**config.mk**
```make
export PLATFORM = sky130hd
export DESIGN_NAME = timer_block
export DESIGN_NICKNAME = d
export VERILOG_FILES = /design/src/timer_pkg.sv /design/src/prescale_if.sv /design/src/prescaler.sv /design/src/timer_block.sv
export SDC_FILE = /design/constraint.sdc
export NUM_CORES = 1
export LEC_CHECK = 0
export ABC_AREA = 1
export BUFFER_PORTS_ARGS = -buffer_cell sky130_fd_sc_hd__clkbuf_2
export CORE_ASPECT_RATIO = 0.6
export CORE_UTILIZATION = 40
export DETAILED_ROUTE_END_ITERATION = 6
export PLACE_DENSITY_LB_ADDON = 0.3
export SETUP_SLACK_MARGIN = 0.5
export SYNTH_ARGS = -nofsm -noshare
export SYNTH_HDL_FRONTEND = slang
export SYNTH_HIERARCHICAL = 1
export SYNTH_SLANG_ARGS = --single-unit
```
**constraint.sdc**
```tcl
create_clock -name clock -period 4.55 [get_ports clock]
set_input_delay 0 -clock clock [delete_from_list [all_inputs] [get_ports clock]]
set_output_delay 0 -clock clock [all_outputs]
set_load 0.02 [all_outputs]
```
**src/timer_pkg.sv**
```systemverilog
// Constants shared by the count-up timer and its prescaler.
// Assumes byte addresses on a classic Wishbone bus with 32-bit data.
package timer_pkg;

    // ----------------------------------------
    // Register byte offsets
    // ----------------------------------------
    localparam logic [7:0] OFF_CONTROL = 8'h00;
    localparam logic [7:0] OFF_PRELOAD = 8'h04;
    localparam logic [7:0] OFF_COUNT = 8'h08;
    localparam logic [7:0] OFF_STATUS = 8'h0c;
    localparam logic [7:0] OFF_MASK = 8'h10;
    localparam logic [7:0] OFF_CLKCFG = 8'h14;

    // ----------------------------------------
    // Control field positions
    // ----------------------------------------
    localparam int MODE_HI_BIT = 7;
    localparam int MODE_LO_BIT = 6;
    localparam int RUN_BIT = 4;
    localparam int EDGE_BIT = 3;
    localparam int PSC_MSB = 2;
    localparam int PSC_LSB = 0;
    localparam logic [7:0] CONTROL_WMASK = 8'hdf;

    // ----------------------------------------
    // Status, mask and clock config fields
    // ----------------------------------------
    localparam int OVF_BIT = 0;
    localparam int PWDONE_BIT = 1;
    localparam int EVT_W = 2;
    localparam int DIV4_BIT = 0;

    // ----------------------------------------
    // Mode codes of the two-bit select field
    // ----------------------------------------
    localparam logic [1:0] MODE_NONE = 2'h0;
    localparam logic [1:0] MODE_EVENT = 2'h1;
    localparam logic [1:0] MODE_TIMER = 2'h2;
    localparam logic [1:0] MODE_PULSE = 2'h3;

    // ----------------------------------------
    // Reset values and counts
    // ----------------------------------------
    localparam logic [7:0] CONTROL_RESET = 8'h00;
    localparam logic [7:0] PRELOAD_RESET = 8'h00;
    localparam logic [7:0] COUNT_RESET = 8'h00;
    localparam logic [7:0] COUNT_FULL = 8'hff;
    localparam logic [1:0] EVT_RESET = 2'h0;
    localparam logic [1:0] QUARTER_LAST = 2'h3;
    localparam int PRESCALE_W = 7;

endpackage

```
**src/prescale_if.sv**
```systemverilog
// Control and tick signals between the timer core and its prescaler.
// Assumes both ends run on the same clock.
interface prescale_if;
    logic run;
    logic div4;
    logic [2:0] ratio;
    logic tick;

    modport ctrl (output run, output div4, output ratio, input tick);
    modport presc (input run, input div4, input ratio, output tick);
endinterface

```
**src/prescaler.sv**
```systemverilog
// Count clock prescaler: system clock or a quarter of it, divided by 2^n.
// Assumes run, div4 and ratio come from logic on the same clock.
module prescaler (
    input wire logic clock,
    input wire logic rst_b,
    input wire logic clk_en,
    prescale_if.presc p
);

    logic [1:0] quarter;
    logic [timer_pkg::PRESCALE_W-1:0] pcount;
    wire base_tick;
    wire [timer_pkg::PRESCALE_W-1:0] ratio_mask;
    wire full;

    // ----------------------------------------
    // Base tick and ratio compare
    // ----------------------------------------
    assign base_tick = p.div4 ? (quarter == timer_pkg::QUARTER_LAST) : 1'b1;
    assign ratio_mask = timer_pkg::PRESCALE_W'((8'h01 << p.ratio) - 8'h01);
    assign full = (pcount & ratio_mask) == ratio_mask;

    // Dividers clear while stopped so each run starts a full period
    always_ff @(posedge clock) begin
        if (!rst_b) begin
            quarter <= 2'h0;
            pcount <= '0;
            p.tick <= 1'b0;
        end else if (clk_en) begin
            if (!p.run) begin
                quarter <= 2'h0;
                pcount <= '0;
                p.tick <= 1'b0;
            end else begin
                quarter <= quarter + 2'h1;
                if (base_tick) begin
                    pcount <= full ? '0 : pcount + 7'h01;
                end
                p.tick <= base_tick & full;
            end
        end
    end

endmodule

```
**src/timer_block.sv**
```systemverilog
// 8-bit count-up timer/event counter with preload, prescaler and interrupt.
// Assumes a classic Wishbone master on clock and an asynchronous timer pin.
//
// How it works
// - Mode field 1,0 selects general timer mode
// - Timer counts system clock or its quarter
// - Run bit four lets the counter run
// - Counter adds one per count clock
// - Overflow raises interrupt, reloads preload, continues
// - Cleared interrupt enable suppresses overflow interrupt
// - Mode field 1,1 selects pulse width measurement
// - Bits two to zero pick prescale ratio
// - Preload loads counter when stopped, else overflow
//
// Design decisions made here: register access over Wishbone and the register addresses.
module timer_block (
    input wire logic clock,
    input wire logic rst_b,
    input wire logic clk_en,
    input wire logic wb_cyc_i,
    input wire logic wb_stb_i,
    input wire logic wb_we_i,
    input wire logic [7:0] wb_adr_i,
    input wire logic [3:0] wb_sel_i,
    input wire logic [31:0] wb_dat_i,
    output logic [31:0] wb_dat_o,
    output logic wb_ack_o,
    input wire logic timer_pin,
    output logic irq,
    output logic overflow_pulse
);

    // ----------------------------------------
    // Types and storage
    // ----------------------------------------
    typedef enum logic [0:0] {
        PW_WAIT,
        PW_MEASURE
    } pw_state_t;

    logic [7:0] control;
    logic [7:0] preload;
    logic [7:0] count;
    logic [timer_pkg::EVT_W-1:0] status;
    logic [timer_pkg::EVT_W-1:0] mask;
    logic div4;
    pw_state_t pw_state;
    pw_state_t next_pw_state;
    logic pin_meta;
    logic pin_sync;
    logic pin_prev;

    prescale_if psc ();

    // ----------------------------------------
    // Prescaler
    // ----------------------------------------
    prescaler u_prescaler (
        .clock(clock),
        .rst_b(rst_b),
        .clk_en(clk_en),
        .p(psc)
    );

    // ----------------------------------------
    // Bus decode
    // ----------------------------------------
    // Request, hits and strobes
    wire bus_req;
    wire bus_wr;
    wire hit_control;
    wire hit_preload;
    wire hit_count;
    wire hit_status;
    wire hit_mask;
    wire hit_clkcfg;
    wire wr_control;
    wire wr_preload;
    wire wr_status;
    wire wr_mask;
    wire wr_clkcfg;
    wire [7:0] wr_byte;
    wire [7:0] rd_byte;

    // New request only when no answer is pending
    assign bus_req = wb_cyc_i & wb_stb_i & ~wb_ack_o;
    assign bus_wr = bus_req & wb_we_i & wb_sel_i[0];
    assign wr_byte = wb_dat_i[7:0];

    // Address compare per register
    assign hit_control = wb_adr_i == timer_pkg::OFF_CONTROL;
    assign hit_preload = wb_adr_i == timer_pkg::OFF_PRELOAD;
    assign hit_count = wb_adr_i == timer_pkg::OFF_COUNT;
    assign hit_status = wb_adr_i == timer_pkg::OFF_STATUS;
    assign hit_mask = wb_adr_i == timer_pkg::OFF_MASK;
    assign hit_clkcfg = wb_adr_i == timer_pkg::OFF_CLKCFG;

    // Write strobes
    assign wr_control = bus_wr & hit_control;
    assign wr_preload = bus_wr & hit_preload;
    assign wr_status = bus_wr & hit_status;
    assign wr_mask = bus_wr & hit_mask;
    assign wr_clkcfg = bus_wr & hit_clkcfg;

    // Read select; unmapped addresses read zero
    assign rd_byte = hit_control ? control :
                     hit_preload ? preload :
                     hit_count ? count :
                     hit_status ? {6'h00, status} :
                     hit_mask ? {6'h00, mask} :
                     hit_clkcfg ? {7'h00, div4} :
                     8'h00;

    // ----------------------------------------
    // Control field decode
    // ----------------------------------------
    wire [1:0] mode;
    wire running;
    wire edge_sel;
    wire mode_timer;
    wire mode_event;
    wire mode_pulse;

    // Mode, run and edge fields of the control byte
    assign mode = {control[timer_pkg::MODE_HI_BIT], control[timer_pkg::MODE_LO_BIT]};
    assign running = control[timer_pkg::RUN_BIT];
    assign edge_sel = control[timer_pkg::EDGE_BIT];
    assign mode_timer = mode == timer_pkg::MODE_TIMER;
    assign mode_event = mode == timer_pkg::MODE_EVENT;
    assign mode_pulse = mode == timer_pkg::MODE_PULSE;

    // Prescaler runs only for internal clock modes
    assign psc.run = running & (mode_timer | mode_pulse);
    assign psc.div4 = div4;
    assign psc.ratio = control[timer_pkg::PSC_MSB:timer_pkg::PSC_LSB];

    // ----------------------------------------
    // Timer pin synchroniser and edges
    // ----------------------------------------
    // Two flops tame the pin, a third keeps the last level
    // Reset to the pulled-up idle level so no false edge follows
    always_ff @(posedge clock) begin
        if (!rst_b) begin
            pin_meta <= 1'b1;
            pin_sync <= 1'b1;
            pin_prev <= 1'b1;
        end else if (clk_en) begin
            pin_meta <= timer_pin;
            pin_sync <= pin_meta;
            pin_prev <= pin_sync;
        end
    end

    // Edge strobes from the synchronised pin
    wire pin_rise;
    wire pin_fall;
    wire event_edge;
    wire start_edge;
    wire stop_edge;

    // Level change between the last two samples
    assign pin_rise = pin_sync & ~pin_prev;
    assign pin_fall = ~pin_sync & pin_prev;
    // Event mode: low selects rising, high selects falling
    assign event_edge = edge_sel ? pin_fall : pin_rise;
    // Pulse mode: low measures a low pulse, high a high pulse
    assign start_edge = edge_sel ? pin_rise : pin_fall;
    assign stop_edge = edge_sel ? pin_fall : pin_rise;

    // ----------------------------------------
    // Pulse width measurement sequence
    // ----------------------------------------
    wire pw_done;
    wire measuring;

    // Measuring between start and stop edge
    assign measuring = pw_state == PW_MEASURE;

    // Next measurement state; leaving pulse mode or stopping aborts
    always_comb begin
        next_pw_state = pw_state;
        if (!running || !mode_pulse) begin
            next_pw_state = PW_WAIT;
        end else begin
            case (pw_state)
                PW_WAIT: begin
                    if (start_edge) begin
                        next_pw_state = PW_MEASURE;
                    end
                end
                PW_MEASURE: begin
                    if (stop_edge) begin
                        next_pw_state = PW_WAIT;
                    end
                end
                default: begin
                    next_pw_state = PW_WAIT;
                end
            endcase
        end
    end

    // Stop edge (rise for a low pulse, fall for a high pulse) ends the measurement
    assign pw_done = running & mode_pulse & measuring & stop_edge;

    // Measurement state register
    always_ff @(posedge clock) begin
        if (!rst_b) begin
            pw_state <= PW_WAIT;
        end else if (clk_en) begin
            pw_state <= next_pw_state;
        end
    end

    // ----------------------------------------
    // Count clock and overflow
    // ----------------------------------------
    wire count_tick;
    wire at_full;
    wire overflow;

    // One count per internal tick or active pin edge
    assign count_tick = running & ((mode_timer & psc.tick) |
                                   (mode_event & event_edge) |
                                   (mode_pulse & psc.tick & measuring));
    // Overflow is a count clock arriving at full count
    assign at_full = count == timer_pkg::COUNT_FULL;
    assign overflow = count_tick & at_full;

    // ----------------------------------------
    // Control register
    // ----------------------------------------
    wire [7:0] control_wdata;

    // Unimplemented bit dropped on the way in
    assign control_wdata = wr_byte & timer_pkg::CONTROL_WMASK;

    // Software write wins over the hardware stop
    always_ff @(posedge clock) begin
        if (!rst_b) begin
            control <= timer_pkg::CONTROL_RESET;
        end else if (clk_en) begin
            if (wr_control) begin
                control <= control_wdata;
            end else if (pw_done) begin
                control[timer_pkg::RUN_BIT] <= 1'b0;
            end
        end
    end

    // ----------------------------------------
    // Clock config and mask registers
    // ----------------------------------------
    always_ff @(posedge clock) begin
        if (!rst_b) begin
            div4 <= 1'b0;
            mask <= timer_pkg::EVT_RESET;
        end else if (clk_en) begin
            if (wr_clkcfg) begin
                div4 <= wr_byte[timer_pkg::DIV4_BIT];
            end
            if (wr_mask) begin
                mask <= wr_byte[timer_pkg::EVT_W-1:0];
            end
        end
    end

    // ----------------------------------------
    // Preload and counter
    // ----------------------------------------
    // A new preload only reaches a running counter at overflow
    always_ff @(posedge clock) begin
        if (!rst_b) begin
            preload <= timer_pkg::PRELOAD_RESET;
        end else if (clk_en) begin
            if (wr_preload) begin
                preload <= wr_byte;
            end
        end
    end

    logic [7:0] next_count;

    // Stopped preload write, then reload, then increment
    always_comb begin
        next_count = count;
        if (wr_preload && !running) begin
            next_count = wr_byte;
        end else if (overflow) begin
            next_count = preload;
        end else if (count_tick) begin
            next_count = count + 8'h01;
        end
    end

    // Counter register
    always_ff @(posedge clock) begin
        if (!rst_b) begin
            count <= timer_pkg::COUNT_RESET;
        end else if (clk_en) begin
            count <= next_count;
        end
    end

    // ----------------------------------------
    // Interrupt status and output
    // ----------------------------------------
    wire [timer_pkg::EVT_W-1:0] evt_set;
    wire [timer_pkg::EVT_W-1:0] evt_clr;
    wire [timer_pkg::EVT_W-1:0] next_status;
    wire next_irq;

    // Hardware events and write-one clears
    assign evt_set = {pw_done, overflow};
    assign evt_clr = wr_status ? wr_byte[timer_pkg::EVT_W-1:0] : timer_pkg::EVT_RESET;
    // Set beats a clear in the same cycle
    assign next_status = (status & ~evt_clr) | evt_set;
    // Level request from any unmasked pending event
    assign next_irq = |(next_status & mask);

    // Status, request and overflow strobe registers
    always_ff @(posedge clock) begin
        if (!rst_b) begin
            status <= timer_pkg::EVT_RESET;
            irq <= 1'b0;
            overflow_pulse <= 1'b0;
        end else if (clk_en) begin
            status <= next_status;
            irq <= next_irq;
            overflow_pulse <= overflow;
        end
    end

    // ----------------------------------------
    // Bus answer
    // ----------------------------------------
    // One-cycle acknowledge, read data latched with it
    always_ff @(posedge clock) begin
        if (!rst_b) begin
            wb_ack_o <= 1'b0;
            wb_dat_o <= 32'h0000_0000;
        end else if (clk_en) begin
            wb_ack_o <= bus_req;
            if (bus_req) begin
                wb_dat_o <= {24'h00_0000, rd_byte};
            end
        end
    end

endmodule

```
# Yosys cells after proc, flatten, opt, wreduce, memory -nomap -nowiden
# Cells that the tools add are included.
dict set report op_classes {
  add_sub_neg 4
  eq_ne 12
  shift 1
  n_mux 24
  bitwise 34
  reduce_logical 16
}
# op n
set ops {}
lappend ops {{two-way mux 8 bit} 6}
lappend ops {{AND 1 bit} 22}
lappend ops {{two-way mux 7 bit} 3}
lappend ops {{== test 8 x 4 -> 1 bit (second input constant)} 2}
lappend ops {{== test 8 x 5 -> 1 bit (second input constant)} 2}
lappend ops {{AND reduction 2 bit} 8}
lappend ops {{two-way mux 1 bit} 10}
lappend ops {{adder 8 x 1 -> 8 bit (second input constant)} 1}
lappend ops {{== test 8 x 3 -> 1 bit (second input constant)} 1}
lappend ops {{== test 8 bit (second input constant)} 1}
lappend ops {{logical NOT 8 bit} 1}
lappend ops {{two-way mux 2 bit} 4}
lappend ops {{adder 7 x 1 -> 7 bit (second input constant)} 1}
lappend ops {{AND 7 bit} 1}
lappend ops {{== test 7 bit} 1}
lappend ops {{left shift 1 x 3 -> 7 bit (first input constant)} 1}
lappend ops {{subtractor 7 x 1 -> 7 bit (second input constant)} 1}
lappend ops {{== test 2 bit (second input constant)} 3}
lappend ops {{AND 2 bit} 2}
lappend ops {{NOT 1 bit} 4}
lappend ops {{OR 1 bit} 3}
lappend ops {{nonzero test 3 bit} 1}
lappend ops {{adder 2 x 1 -> 2 bit (second input constant)} 1}
lappend ops {{== test 2 x 1 -> 1 bit (second input constant)} 1}
lappend ops {{other kinds (9)} 10}
dict set report totals {
  reg_bits 53
  inputBits 51
  out_inout_bits 35
  elab_cells 109
}

# Logic depth before layout (Yosys ltp)
dict set report logic_depth {
  depth_word 11
  depth_mapped 11
  mapped_depth_nobuf 11
}

# By module
# Netlist, hierarchy kept.
# module n_inst cells_each area_each_um2 seq_area_each_um2
set by_module_without_submodules {}
lappend by_module_without_submodules {timer_block 1 391 2708.8 860.8}
lappend by_module_without_submodules {prescaler 1 93 600.6 200.2}

# Worst setup path after synthesis
# No wires, ideal clock.
dict set report synth_path {
  path_kind {reg2reg}
  startpoint {register count[0]}
  endpoint {register count[0]}
  arrival_ps 1297
  path_slack_ps 3118
  path_stages_with_launch 11
  synth_period_minus_slack_ps 1432
  cell_sequence {dfxtp_1 ha_1 nand2_1 inv_2 nand3_2 nor2_4 nand2_2 nand2_1 nand3_1 nand2_1 a21oi_2}
}
dict set report synth_via {
  elab_chain_len 4
  word_cells_on_any_way 8
}
# element line
set synth_rtl {}
lappend synth_rtl {{start: declaration} timer_block.sv:43} ;# logic [7:0] count;
lappend synth_rtl {{start signal: assignment} timer_block.sv:299} ;# count <= timer_pkg::COUNT_RESET;
lappend synth_rtl {{start signal: assignment} timer_block.sv:301} ;# count <= next_count;
lappend synth_rtl {{adder 8 x 1 -> 8 bit or == test 8 bit (tied branches)} {timer_block.sv:292, timer_block.sv:227}}
lappend synth_rtl {{two-way mux 8 bit or AND 1 bit (tied branches)} {timer_block.sv:291, timer_block.sv:228}}
lappend synth_rtl {{two-way mux 8 bit or nonzero test 3 bit (tied branches)} n/a}
lappend synth_rtl {{two-way mux 8 bit or AND reduction 2 bit (tied branches)} n/a}
# Parallel ways exist; a longest one is shown, timed or not. The select of a mux whose other input is x is not followed.
# A chain may end at the register's enable or synchronous reset.

# Worst setup path after layout
dict set report layout_path {
  startpoint {register count[0]}
  endpoint {register irq}
}
dict set report layout_via {
  elab_chain_len 5
}
# element line
set layout_rtl {}
lappend layout_rtl {{== test 8 bit} timer_block.sv:227} ;# assign at_full = count == timer_pkg::COUNT_FULL;
lappend layout_rtl {{AND 1 bit} timer_block.sv:228} ;# assign overflow = count_tick & at_full;
lappend layout_rtl {{OR 2 bit} timer_block.sv:317} ;# assign next_status = (status & ~evt_clr) | evt_set;
lappend layout_rtl {{AND 2 bit} timer_block.sv:319} ;# assign next_irq = |(next_status & mask);
lappend layout_rtl {{OR reduction 2 bit} timer_block.sv:319}
lappend layout_rtl {{end signal: assignment} timer_block.sv:329} ;# irq <= next_irq;
lappend layout_rtl {{end: declaration} timer_block.sv:29} ;# output logic irq,
# Every way passes these cells.

==> flow_metrics.py <==
metrics = {
    "status": {
        "status": "completed",
    },
    "power_and_ir_drop": {
        "p_leak_uw": 0.00162,
        "p_per_area_nw_per_um2": 265,
        "ir_worst_vdd_uv": 145,
    },
    "global_routing": {
        "globalRouteOverflowTotal": 0,
        "grt_pass1_vias": 2775,
        "track_usage_pct": 21.0,
        "grt_max_degree": 30,
        "grt_pass1_wl_um": 14000,
        "antenna_found_initial": 0,
    },
    "yosys": {
        "ys.flop_type": "dfxtp_1",
        "ys_warn_count": 6,
        "synthTopCellsByCount": "nand2_1, a21oi_1, dfxtp_1",
        "async_reset_ff_share_pct": 0,
        "synth.area.top_cells": "dfxtp_1, nand2_1, a21oi_1, nand3_1, buf_4",
        "synth.avg_cell_area_um2": 6.84,
        "ys_ff_latch": 53,
        "synthCells": 484,
        "synth-edff-count": 0,
        "synth_most_common_cell": "nand2_1",
        "yosys.area.top_type": "dfxtp_1",
        "ys_types": 38,
        "netlist_area_um2": 3310,
        "synth_top_area_share_pct": 32.1,
        "ys_seq_area_share_pct": 32.1,
    },
    "layout": {
        "syn2layout_area_growth_pct": 10.7,
        "multi_input_area_um2": 1890,
        "drive_above_1_share_pct": 18.5,
        "seqCellArea_um2": 1060,
        "utilization_pct": 46.1,
        "final_nets": 573,
        "fillCellCount": 834,
        "finalNonFillerCells": 628,
        "n_antenna_cell": 0,
    },
    "critical_path": {
        "r2r-start": "count[0]$_SDFFE_PN0P_",
        "cp.required_ps": 4770,
        "crit_path_start": "count[0]$_SDFFE_PN0P_",
        "critPathLaunchType": "register",
        "crit_arrival_ps": 2070,
        "reg2reg_depth": 9,
        "critPathKind": "reg -> reg",
        "worstPathMaxFanout": 8,
        "endpoint_kind": "register",
    },
    "clock_network": {
        "cts_resized": 0,
        "postCtsSetupBuffers": 0,
        "clock-sinks": 53,
        "cts_buffers": 5,
        "worstSkewPairLatency_ps": 300,
        "htreeDepth": 2,
        "clkTransAtPathRegs_ps": 80,
        "cts-root-buf": "clkbuf_16",
        "clockBufferDepth": 2,
        "cts_tree": "yes",
        "cts_hold_buffers": 3,
    },
    "timing": {
        "finalHoldViolations": 0,
        "slew_violations": 0,
        "slew_headroom_pct": 58.9,
        "setup_tns_ps": 0,
        "setup_viol": 0,
        "rsz0062_at_grt": "false",
        "whs_ps": 4.14,
        "min_period_ps": 1850,
        "tightest_slew_ps": 617,
        "fmax_mhz": 541,
        "timing.final.crit_share_pct": 40.6,
        "finClkSkew_ps": 10.7,
        "setup_slack_ps": 2700,
    },
    "placement": {
        "dp_cells": 617,
        "port_buffers": 34,
        "dp_hpwl_um": 6520,
        "post-place-ws_ps": 2780,
        "gp_congestion": 0.877,
    },
    "routing": {
        "vias": 3218,
        "ant_nets": 0,
        "vias_per_cell": 5.12,
        "drt-pass1-iter-count": 6,
        "drt_iter0_drc": 239,
        "route.detailed.drc": 0,
        "wl_um": 8760,
        "wl_per_cell_um": 14.0,
    },
    "die": {
        "coreArea_um2": 7950,
        "die_x_um": 119,
        "start_util_pct": 41.7,
        "rows": 25,
        "die_h_um": 72.5,
        "dieArea_um2": 8650,
        "io_pins": 86,
    },
    "hold_path": {
        "hold_path_startpoint": "wb_dat_i[7]",
        "holdPathStages": 3,
        "hold_class": "in -> reg",
    },
    "run": {
        "max_cap_viol_count": 0,
    },
}
power breakdown:
part,switching (uW),leakage [uW],internal (uW)
clock,175,0.0000799,234
sequential,3.55,0.000428,469
combinational,68.1,0.00111,22.2
total,247,0.00162,724
critical path, cell delays in order, from the launching register on:
cell and delay (ps):
dfxtp_1 420, ha_1 230, nand2_1 110, inv_2 80, nand3_2 100, nor2_4 250, nand2_2 220, nand2_1 140
nand3_1 70, a21oi_1 150
path summary, 6_finish.rpt:
check / endpoint / slack (ps)
max: irq$_SDFFE_PN0P_ / 2700
min: preload[7]$_SDFFE_PN0P_ / 4
max reg2reg: irq$_SDFFE_PN0P_ / 2700
min reg2reg: pin_meta$_SDFFE_PN1P_ / 480
cell families after synthesis:
| family | Yosys count | share of synthesized area, % |
|---|---|---|
| other | 1 | 0.113 |
| AOI/OAI and AO/OA | 105 | 18.0 |
| and+or+nand+nor | 228 | 34.3 |
| xor gates and xnor gates | 4 | 1.06 |
| adders and majority gates | 3 | 1.13 |
| buffers and inverters | 90 | 13.3 |
| DFF | 53 | 32.1 |
per-layer routing:
metal  up-vias  share of wire [%]  wire [um]  track usage [%]
met4         0               0.60         53             4.86
met1      1474                 52       4530             31.3
met3         5                8.9        777             4.56
li1       1603                  -          -                -
met2       136                 39       3400             30.4
met5         -                  0          0                0
area by class of cell:
cell class / count / share of cell area [%]
Multi-Input combinational cell: 364 / 51.7
Sequential cell: 53 / 29.0
Tap cell: 108 / 3.69
Timing Repair Buffer: 37 / 5.46
Inverter: 58 / 5.94
Clock buffer: 7 / 4.17
Clock inverter: 1 / 0.137
per-stage QoR:
stage / cell area [um^2] / power [uW]
2_1_floorplan: 3400 / 556
3_3_place_gp: 3480 / 568
3_5_place_dp: 3480 / 570
4_1_cts: 3660 / 976
5_1_grt: 3660 / 1010
6_report: 3660 / 971
state kept, by name, summed over array words and instances, names as in the netlist:
| name | count |
|---|---|
| control | 7 |
| u_prescaler/p.tick | 1 |
| div4 | 1 |
| measuring | 1 |
| u_prescaler/quarter | 2 |
| pin_meta | 1 |
| irq | 1 |
| count | 8 |
| u_prescaler/pcount | 7 |
| status | 2 |
| pin_prev | 1 |
| overflow_pulse | 1 |
| mask | 2 |
| wb_dat_o | 8 |
| wb_ack_o | 1 |
| pin_sync | 1 |
| preload | 8 |
cell usage in the layout (no fill, tap or decap):
master	instances
nand3_1	43
inv_2	12
nand3b_1	3
a21oi_1	57
a21boi_0	1
conb_1	24
clkbuf_2	34
nor2_1	40
clkinv_2	1
nand4_1	3
ha_1	3
xor2_1	3
nand3_2	2
a211oi_2	1
nor3_1	4
dfxtp_1	53
a211oi_1	2
dlygate4sd3_1	3
nand2_2	13
nand3_4	1
nor2_8	3
o21bai_1	3
nor3_2	1
a31oi_1	1
nand2_4	2
nor2_2	5
o21ai_0	14
nand2_1	100
clkbuf_8	2
nor2_4	8
o211ai_1	5
o21ai_1	14
a21oi_4	1
xnor2_1	1
clkbuf_16	5
inv_1	46
a311oi_1	1
a21oi_2	5
Note: power is estimated with default switching activity, not from simulation.
